### src/verilog/cwfp_defines.svh
`ifndef CWFP_DEFINES_SVH
`define CWFP_DEFINES_SVH

// Register offsets on the seven-bit register address.
`define CWFP_ADDR_LEN_CFG 7'h37
`define CWFP_ADDR_PAY_7_6 7'h38
`define CWFP_ADDR_PAY_3_2 7'h39
`define CWFP_ADDR_PAY_5_4 7'h3A
`define CWFP_ADDR_PAY_1_0 7'h3B
`define CWFP_ADDR_FD_CFG 7'h3C

// Field positions of the tolerance configuration register and the length code MSB.
`define CWFP_FD_ERRDIS_BIT 5
`define CWFP_FD_FILT_MSB 3
`define CWFP_FD_FILT_LSB 1
`define CWFP_FD_EN_BIT 0
`define CWFP_LEN_MSB 3

// Reset values, writable bits and bits that survive a restart.
`define CWFP_RESET_VALUE 16'h0000
`define CWFP_LEN_WR_MASK 16'h000F
`define CWFP_FD_WR_MASK 16'h002F
`define CWFP_LEN_RESTART_KEEP 16'h000F
`define CWFP_FD_RESTART_KEEP 16'h002F

// Dominant filter timing.
`define CWFP_CLK_PERIOD_NS 20
`define CWFP_FILT_STEP_NS 50
`define CWFP_FILT_LONG_NS 775
`define CWFP_FILT_LONG_CODE 3'h7

`endif

### src/verilog/cwfp_pkg.sv
package cwfp_pkg;

   // One-hot register select from the address decode.
   typedef enum logic [6:0] {
      CWFP_SEL_NONE = 7'h01,
      CWFP_SEL_LEN = 7'h02,
      CWFP_SEL_P10 = 7'h04,
      CWFP_SEL_P32 = 7'h08,
      CWFP_SEL_P54 = 7'h10,
      CWFP_SEL_P76 = 7'h20,
      CWFP_SEL_FD = 7'h40
   } cwfp_sel_e;

   typedef struct packed {
      logic [6:0] addr;
      logic wr;
      logic rd;
      logic [15:0] wdata;
   } cwfp_req_s;

   typedef struct packed {
      logic valid;
      logic [3:0] dlc;
      logic [63:0] data;
   } cwfp_frame_s;

   typedef struct packed {
      logic [3:0] len_code;
      logic [3:0][15:0] payload;
      logic err_dis;
      logic [2:0] filt;
      logic fd_en;
      logic [15:0] rdata;
      logic match;
      logic checked;
      logic [5:0] filt_cycles;
   } cwfp_state_s;

endpackage

### src/verilog/cwfp_payload_cmp.sv
`timescale 1ns/1ps
module cwfp_payload_cmp (
   // Configured expectation
   input wire logic [3:0] cfg_len,
   input wire logic [63:0] exp_data,
   // Received frame
   input wire logic [3:0] rx_len,
   input wire logic [63:0] rx_data,
   // Verdict
   output logic match
);

   // Codes eight to fifteen all mean eight bytes.
   function automatic logic [3:0] cwfp_byte_count(input logic [3:0] code);
      cwfp_byte_count = code[3] ? 4'h8 : code;
   endfunction

   logic [3:0] nbytes;
   logic data_ok;

   always_comb begin
      nbytes = cwfp_byte_count(cfg_len);
      data_ok = 1'b1;
      for (int i = 0; i < 8; i++) begin
         if (4'(i) < nbytes && rx_data[8*i +: 8] != exp_data[8*i +: 8]) begin
            data_ok = 1'b0;
         end
      end
      // The raw code is compared, so 8 and 15 do not match each other.
      match = (rx_len == cfg_len) && data_ok;
   end

endmodule

### src/verilog/cwfp_wake_payload.sv
`timescale 1ns/1ps
`include "cwfp_defines.svh"

////////////////////////////////////////////////////////////////////////////////

// How it works
// - A length code of 0 to 7 means that many bytes and any code of 8 to 15 means eight bytes.
// - A frame qualifies only if its four-bit length code equals the stored code bit for bit.
// - Each payload register holds the odd byte in bits 15:8 and the even byte in bits 7:0, bit 0 least significant.
// - Reserved bits of every register read as zero.
// - Restart clears the upper twelve length bits and keeps the code; power-on or soft reset clears it all.
// - Restart keeps bit 5 and bits 3:0 of the tolerance register; power-on or soft reset clears it all.
// - The error counter runs unless the disable bit and the tolerant enable are both set.
// - Expiry of the bus silence timeout clears the error counter disable bit in hardware.
// - Filter code 0 to 6 selects 50 ns to 350 ns in 50 ns steps and code 7 selects 775 ns.
// - Bit 0 of the tolerance register enables tolerant mode when set.
// - Receiver select 0 picks the low-power receiver and 1 the standard receiver.
module cwfp_wake_payload (
   // Clock and reset
   input wire logic clock,
   input wire logic reset_n,
   // Register access
   input wire cwfp_pkg::cwfp_req_s req,
   output logic [15:0] reg_rdata,
   // Reset sources besides power-on
   input wire logic soft_reset,
   input wire logic restart,
   // Bus events
   input wire logic silence_expired,
   input wire cwfp_pkg::cwfp_frame_s frame,
   // Receiver choice from the trim register
   input wire logic wake_receiver_select,
   // Results
   output logic frame_match,
   output logic frame_checked,
   output logic error_counter_run,
   output logic fd_tolerant_enable,
   output logic low_power_receiver,
   output logic [5:0] dominant_filter_cycles
);

   ////////////////////////////////////////////////////////////////////////////////

   cwfp_pkg::cwfp_state_s state_reg;
   cwfp_pkg::cwfp_state_s state_next;
   cwfp_pkg::cwfp_sel_e sel;
   logic cmp_match;

   // Least time rounds up to whole clock cycles.
   function automatic logic [5:0] cwfp_filter_cycles(input logic [2:0] code);
      int ns;
      ns = (code == `CWFP_FILT_LONG_CODE) ? `CWFP_FILT_LONG_NS
         : `CWFP_FILT_STEP_NS * (int'(code) + 1);
      cwfp_filter_cycles = 6'((ns + `CWFP_CLK_PERIOD_NS - 1) / `CWFP_CLK_PERIOD_NS);
   endfunction

   function automatic logic [15:0] cwfp_merge(input logic [15:0] old, input logic [15:0] wd,
                                              input logic [15:0] mask);
      cwfp_merge = (old & ~mask) | (wd & mask);
   endfunction

   ////////////////////////////////////////////////////////////////////////////////

   always_comb begin
      if (req.addr == `CWFP_ADDR_LEN_CFG) begin
         sel = cwfp_pkg::CWFP_SEL_LEN;
      end else if (req.addr == `CWFP_ADDR_PAY_1_0) begin
         sel = cwfp_pkg::CWFP_SEL_P10;
      end else if (req.addr == `CWFP_ADDR_PAY_3_2) begin
         sel = cwfp_pkg::CWFP_SEL_P32;
      end else if (req.addr == `CWFP_ADDR_PAY_5_4) begin
         sel = cwfp_pkg::CWFP_SEL_P54;
      end else if (req.addr == `CWFP_ADDR_PAY_7_6) begin
         sel = cwfp_pkg::CWFP_SEL_P76;
      end else if (req.addr == `CWFP_ADDR_FD_CFG) begin
         sel = cwfp_pkg::CWFP_SEL_FD;
      end else begin
         sel = cwfp_pkg::CWFP_SEL_NONE;
      end
   end

   cwfp_payload_cmp u_cmp (
      .cfg_len(state_reg.len_code),
      .exp_data(state_reg.payload),
      .rx_len(frame.dlc),
      .rx_data(frame.data),
      .match(cmp_match)
   );

   ////////////////////////////////////////////////////////////////////////////////

   always_comb begin
      logic [15:0] fd_word;
      logic [15:0] len_word;
      fd_word = {10'h000, state_reg.err_dis, 1'b0, state_reg.filt, state_reg.fd_en};
      len_word = {12'h000, state_reg.len_code};
      state_next = state_reg;
      state_next.checked = 1'b0;
      // Software writes only reach the writable bits.
      if (req.wr) begin
         case (sel)
            cwfp_pkg::CWFP_SEL_LEN: begin
               len_word = cwfp_merge(len_word, req.wdata, `CWFP_LEN_WR_MASK);
            end
            cwfp_pkg::CWFP_SEL_P10: begin
               state_next.payload[0] = req.wdata;
            end
            cwfp_pkg::CWFP_SEL_P32: begin
               state_next.payload[1] = req.wdata;
            end
            cwfp_pkg::CWFP_SEL_P54: begin
               state_next.payload[2] = req.wdata;
            end
            cwfp_pkg::CWFP_SEL_P76: begin
               state_next.payload[3] = req.wdata;
            end
            cwfp_pkg::CWFP_SEL_FD: begin
               fd_word = cwfp_merge(fd_word, req.wdata, `CWFP_FD_WR_MASK);
            end
            default: begin
            end
         endcase
      end
      // The hardware clear overrides a write in the same cycle.
      if (silence_expired) begin
         fd_word[`CWFP_FD_ERRDIS_BIT] = 1'b0;
      end
      if (restart) begin
         len_word = len_word & `CWFP_LEN_RESTART_KEEP;
         fd_word = fd_word & `CWFP_FD_RESTART_KEEP;
      end
      state_next.len_code = len_word[`CWFP_LEN_MSB:0];
      state_next.err_dis = fd_word[`CWFP_FD_ERRDIS_BIT];
      state_next.filt = fd_word[`CWFP_FD_FILT_MSB:`CWFP_FD_FILT_LSB];
      state_next.fd_en = fd_word[`CWFP_FD_EN_BIT];
      state_next.filt_cycles = cwfp_filter_cycles(state_next.filt);
      // Read data is sampled before any write of the same cycle.
      if (req.rd) begin
         if (sel == cwfp_pkg::CWFP_SEL_LEN) begin
            state_next.rdata = {12'h000, state_reg.len_code};
         end else if (sel == cwfp_pkg::CWFP_SEL_P10) begin
            state_next.rdata = state_reg.payload[0];
         end else if (sel == cwfp_pkg::CWFP_SEL_P32) begin
            state_next.rdata = state_reg.payload[1];
         end else if (sel == cwfp_pkg::CWFP_SEL_P54) begin
            state_next.rdata = state_reg.payload[2];
         end else if (sel == cwfp_pkg::CWFP_SEL_P76) begin
            state_next.rdata = state_reg.payload[3];
         end else if (sel == cwfp_pkg::CWFP_SEL_FD) begin
            state_next.rdata = {10'h000, state_reg.err_dis, 1'b0, state_reg.filt, state_reg.fd_en};
         end else begin
            state_next.rdata = 16'h0000;
         end
      end
      if (frame.valid) begin
         state_next.match = cmp_match;
         state_next.checked = 1'b1;
      end
      // A soft reset behaves as power-on for these registers.
      if (soft_reset) begin
         state_next = '0;
         state_next.filt_cycles = cwfp_filter_cycles(3'h0);
      end
   end

   always_ff @(posedge clock or negedge reset_n) begin
      if (!reset_n) begin
         state_reg <= '0;
         state_reg.filt_cycles <= 6'h03;
      end else begin
         state_reg <= state_next;
      end
   end

   ////////////////////////////////////////////////////////////////////////////////

   assign reg_rdata = state_reg.rdata;
   assign frame_match = state_reg.match;
   assign frame_checked = state_reg.checked;
   assign fd_tolerant_enable = state_reg.fd_en;
   assign error_counter_run = !(state_reg.err_dis && state_reg.fd_en);
   assign low_power_receiver = !wake_receiver_select;
   assign dominant_filter_cycles = state_reg.filt_cycles;
endmodule

### config.mk
export PLATFORM = sky130hd
export DESIGN_NAME = cwfp_wake_payload
export DESIGN_NICKNAME = d
export VERILOG_FILES = /design/src/verilog/cwfp_pkg.sv /design/src/verilog/cwfp_payload_cmp.sv /design/src/verilog/cwfp_wake_payload.sv
export VERILOG_INCLUDE_DIRS = /design/src /design/src/verilog
export SDC_FILE = /design/constraint.sdc
export NUM_CORES = 1
export LEC_CHECK = 0
export BUFFER_PORTS_ARGS = -buffer_cell sky130_fd_sc_hd__buf_2
export CORE_AREA = 3 3 185 187
export CTS_CLUSTER_SIZE = 25
export DETAILED_ROUTE_END_ITERATION = 10
export DIE_AREA = 0 0 188 190
export GPL_TIMING_DRIVEN = 0
export MAX_ROUTING_LAYER = met4
export PLACE_DENSITY_LB_ADDON = 0.15
export SETUP_SLACK_MARGIN = 0.1
export SYNTH_ARGS = -nofsm -noshare
export SYNTH_HDL_FRONTEND = slang
export SYNTH_SLANG_ARGS = --single-unit
### constraint.sdc
create_clock -name clock -period 8.6 [get_ports clock]
set_input_delay 1.72 -clock clock [delete_from_list [all_inputs] [get_ports clock]]
set_output_delay 1.72 -clock clock [all_outputs]
set_load 0.02 [all_outputs]
# Yosys cells after proc, flatten, opt, wreduce, memory -nomap -nowiden
# Cells that the tools add are included.
[classes]
n_eq_ne = 22
n_mux = 35
n_reduce_logical = 23
add_sub_neg = 3
order_cmp = 8
div = 1
multipliers = 1
[ops]
columns = ["cell", "n"]
rows = [
  ["2-to-1 mux 16 bit", 10],
  ["2-to-1 mux 97 bit", 1],
  ["2-to-1 mux 64 bit", 1],
  ["!= test 8 bit", 8],
  ["equality test 7 x 6 -> 1 bit (second input constant)", 7],
  ["2-to-1 mux 7 bit", 6],
  ["divider 32 x 6 -> 32 bit (second input constant)", 1],
  ["2-to-1 mux 6 bit", 3],
  ["less-than comparator 3 x 4 -> 1 bit (first input constant)", 4],
  ["nonzero test 2 bit", 7],
  ["2-to-1 mux 4 bit", 3],
  ["subtractor 11 x 1 -> 12 bit (second input constant)", 1],
  ["adder 10 x 5 -> 11 bit (second input constant)", 1],
  ["logical AND 1 bit", 10],
  ["2-to-1 mux 10 bit", 1],
  ["multiplier 5 x 4 -> 9 bit (first input constant)", 1],
  ["2-to-1 mux 1 bit", 9],
  ["less-than comparator 1 x 4 -> 1 bit (first input constant)", 2],
  ["less-than comparator 2 x 4 -> 1 bit (first input constant)", 2],
  ["AND reduction 2 bit", 4],
  ["equality test 7 x 2 -> 1 bit (second input constant)", 1],
  ["equality test 7 x 3 -> 1 bit (second input constant)", 1],
  ["equality test 7 x 4 -> 1 bit (second input constant)", 1],
  ["equality test 7 x 5 -> 1 bit (second input constant)", 1],
  ["other kinds (6)", 7],
]
[totals]
ff_bits = 97
out_inout_bits = 27

# Longest topological paths before layout
[logic_depth]
ltp_word = 17
mapped_depth = 31

# By module
# From an unflattened synthesis, not the netlist that was laid out.
[unflattened]
hier_cells = 890
hier_area_um2 = 7289.5
[modules_own_cells]
columns = ["module", "area_each_um2", "n_inst", "cells_per_inst"]
rows = [
  ["cwfp_wake_payload", 6475.0, 1, 787],
  ["cwfp_payload_cmp", 814.5, 1, 103],
]

# Least setup slack after synthesis
# OpenSTA, ideal clock, no wires.
[synth_timing]
path_kind = "input-to-reg"
startpoint = "in req[24] (netlist bit)"
endpoint = "reg state_reg (netlist bit dominant_filter_cycles[0])"
stages = 29
arrival_ns = 8.348
t_required_ns = 8.509
setup_slack_ns = 0.161
setup_ns = 0.091
cell_sequence = "nand4b_1 > o21ai_1 > nand2_1 > ha_1 > ha_1 > ha_1 > inv_1 > fa_1 > or4bb_1 > o22ai_2 > and4_1 > or2b_2 > nand2_1 > ha_1 > o21ai_0 > o22a_1 > o32ai_1 > a22oi_2 > or2_1 > buf_6 > o21ai_1 > o31a_1 > a22oi_4 > nand2_2 > maj3_2 > o211ai_2 > o211ai_1 > a2111oi_2 > o211ai_1"
[synth_rtl]
columns = ["item", "line", "source"]
rows = [
  ["from (decl)", "cwfp_wake_payload.sv:23", "input wire cwfp_pkg::cwfp_req_s req,"],
  ["to (signal assigned)", "cwfp_wake_payload.sv:171", "state_reg <= state_next;"],
  ["to (decl)", "cwfp_wake_payload.sv:44", "cwfp_pkg::cwfp_state_s state_reg;"],
]

==> results.md <==
- Area growth syn-to-layout: 27.5%
- Worst setup endpoint: dominant_filter_cycles[0]
- Initial antenna violation count: 0
- # DRC: 0
- Clk buf depth: 2
- Yosys top cell area share: 31.8%
- Initial Utilization: 22.9%
- Tightest Pin Transition: 1.12 ns
- Adder-cell share of the synthesized area: 3.90%
- Worst skew pair latency: 0.36 ns
- Yosys warns: 0
- Ys async rst share: 100%
- Worst-path clk slew: 0.08 ns
- Tot Pwr: 1060 uW
- Met2 WL: 14.1 mm
- Syn_area_per_cell: 8.11 sq um
- Layout cell share with drive strength beyond 1: 24.8%
- Status: finished, final reports clean
- Hold buffers post-CTS: 0
- Tmin final: 8.21 ns
- # setup viols final: 0
- Max cap viols: 0
- Yosys reg bits: 97
- CTS tree: yes
- Via count: 7350
- CTS H-tree depth: 3
- CP required: 8.87 ns
- Length of routed met3 wiring: 1.00 mm
- First-pass GRT wire length: 43.5 mm
- Unrepaired setup endpoints after global routing: false
- Final Slew Violations: 0
- Fmax: 122 MHz
- Mapped Nets: 1044
- Seq/Total Area, Yosys: 32.5%
- Hold crit path type: register to register
- Inserted Clock Buffers: 9
- M1 WL: 13.0 mm
- Highest metal used: met4
- Hpwl dp: 22.4 mm
- Post-synthesis simple-gate area fraction: 23.0%
- Worst setup EP type: register
- Clock Sinks: 97
- Critical path launch point type: input port
- Dominant synthesized flop cell: dfrtp_1
- Cell taking the most area after synthesis: dfrtp_1
- Crit Path Category: input port to register
- Cell area after synthesis: 7480 sq um
- GRT Total Usage: 16.1%
- Ant diodes: 0
- Fin. Hold Viols: 0
- Root Driver: clkbuf_16
- Port Buffers: 123
- Die area: 35700 sq um
- Number of routed nets with antenna violations: 0
- Post-Synthesis Cells: 923
- CORE AREA: 32600 sq um
- Fraction of synthesized area in multiplexers: 3.03%
- Final period utilization: 95.4%
- Post-synth EDFFs: 0
- Nets: 1211
- Xor/xnor share of the synthesized area: 9.11%
- Crit-path max FO: 5
- Cell variety after synth: 95
- Max reg flops: 72
- Number of global-route vias before repair: 7414
- Pleak: 0.00398 uW
- Relative slew margins: 24.5%
- Data arrival, critical path: 8.48 ns
- Largest family of logic cells by synthesized area: simple AND/OR/NAND/NOR gates
- FP Rows: 66
- Fin cells: 1537
- Max IR drop VDD: 0.0893 mV
- Fin Clk Skew: 0.0103 ns
- Leading post-synthesis cells by cell area: dfrtp_1, nand2_1, a21oi_1, xor2_1, xnor2_1
- Slowest cell on crit path: or4bb_1
- PwrDens: 111 nW/um^2
- Die height: 190 microns
- I/O pins: 127
- 1st-pass router iterations: 5
- Final GP Congestion: 0.865
- Placed Instances: 1489
- Initial DRC count: 414
- Largest net degree at the start of global routing: 50
- R2R depth: 28
- Reg2Reg Setup Slack: 2.03 ns
- WL final: 28.6 mm
- Worst reg2reg startpoint: state_reg[26]
- DR WL/cell: 18.6 microns
- Fillcell total: 3581
- Delay of the slowest cell on the worst path: 0.53 ns
- Compound-Gate Fraction of Synth Area: 22.4%
- Worst r2r dst: dominant_filter_cycles[0]
- CP startpoint: req[17]
- Die X: 188 microns
- Total gr overflow: 0
- Vias per cell: 4.78
[kinds of logic after synthesis]
group / Yosys count
XOR/XNOR: 77
flip-flops: 97
buffers and inverters: 90
adder cells (fa/ha/maj): 23
multiplexers: 22
AO/OA/AOI/OAI: 247
other: 1
AND/OR/NAND/NOR: 366
[how the worst min path moves through the flow]
stage                             start       endpoint  slack (ns)  depth (start not counted)
after detailed placement  reg_rdata[14]  reg_rdata[14]        0.47                          2
after floorplan           reg_rdata[12]  reg_rdata[12]        0.45                          2
after global routing       reg_rdata[4]   reg_rdata[4]        0.50                          2
after CTS                  reg_rdata[6]   reg_rdata[6]        0.49                          2
after global placement     reg_rdata[4]   reg_rdata[4]        0.46                          2
final                     reg_rdata[14]  reg_rdata[14]        0.48                          2
[power by group]
group	switching [uW]	total (uW)	internal, uW	leakage (uW)
Clock	219	455	236	0.000158
Combinational	88.8	143	54.5	0.00247
Sequential	2.15	461	459	0.00134
[cell type report]
cell class / count / area, sq um / share of cell area, %
tap: 442 / 553 / 5.80
buffer: 72 / 399 / 4.18
inverter: 18 / 67.6 / 0.708
timing repair buffer: 156 / 887 / 9.30
multi-input combinational: 736 / 4880 / 51.2
sequential: 97 / 2430 / 25.5
clock buffer: 9 / 225 / 2.36
clock inverter: 7 / 97.6 / 1.02
[repair_timing]
action                     in CTS  in global routing
setup buffers                  18                 13
pin swaps                       9                 31
resized for setup              29                 35
gates cloned                    0                  1
setup endpoints to repair       2                  2
[worst max-delay path, delay by kind of cell]
kind / cells / cell delay [ns]
compound gates: 12 / 2.47
simple gates: 9 / 2.22
fa+ha+maj: 6 / 1.66
buf+inv: 4 / 0.41
[layer usage]
metal  GRT usage, %  vias up
met5              -        -
met4           4.01        0
met3           2.17       29
met2           27.5      158
met1           20.2     3575
li1               -     3588
[layout by cell type (no fill, tap or decap), types with 12 or more instances in the layout]
master	instances
a21oi_1	91
buf_2	123
buf_4	53
clkbuf_1	41
dfrtp_1	95
ha_1	14
inv_1	16
mux2i_1	20
nand2_1	193
nand3_1	17
nand4_1	12
nor2_1	47
nor3_1	17
nor4_1	12
o21ai_0	42
xnor2_1	35
xor2_1	40
[metrics by stage]
stage                     worst slack (ns)  hold WS (ns)  utilization (%)  cell area, sq um  TNS, ns
after global routing                0.0758         0.501             29.2              9540        0
after detailed placement             -1.30         0.472             26.6              8680    -2.27
after floorplan                      0.161         0.450                -              7480        0
final                                0.394         0.480             29.2              9540        0
after global placement               -1.37         0.464             26.5              8650    -2.43
after CTS                            0.134         0.492             28.3              9250        0
[synthesized netlist by cell type (3+ instances only)]
master	instances
nand2_1	196
dfrtp_1	95
a21oi_1	91
nor2_1	49
o21ai_0	46
clkbuf_1	43
xor2_1	40
xnor2_1	36
buf_4	23
ha_1	20
mux2i_1	20
nand3_1	18
nor3_1	17
inv_1	16
nor4_1	13
nand4_1	12
a22oi_1	11
o211ai_1	8
o31ai_1	8
a211oi_1	7
a31oi_1	7
o21a_1	7
or2_2	7
nor2b_1	6
and2_1	5
or3_1	5
buf_6	4
nand2b_1	4
nand4b_1	4
nor3b_1	4
o21ai_1	4
a2111oi_0	3
a21o_1	3
a221oi_1	3
and4_1	3
nand3b_1	3
o21ai_2	3
o22ai_1	3
o31a_1	3
o32a_1	3
or2_1	3
No activity file was read; power rests on OpenSTA's default activity.
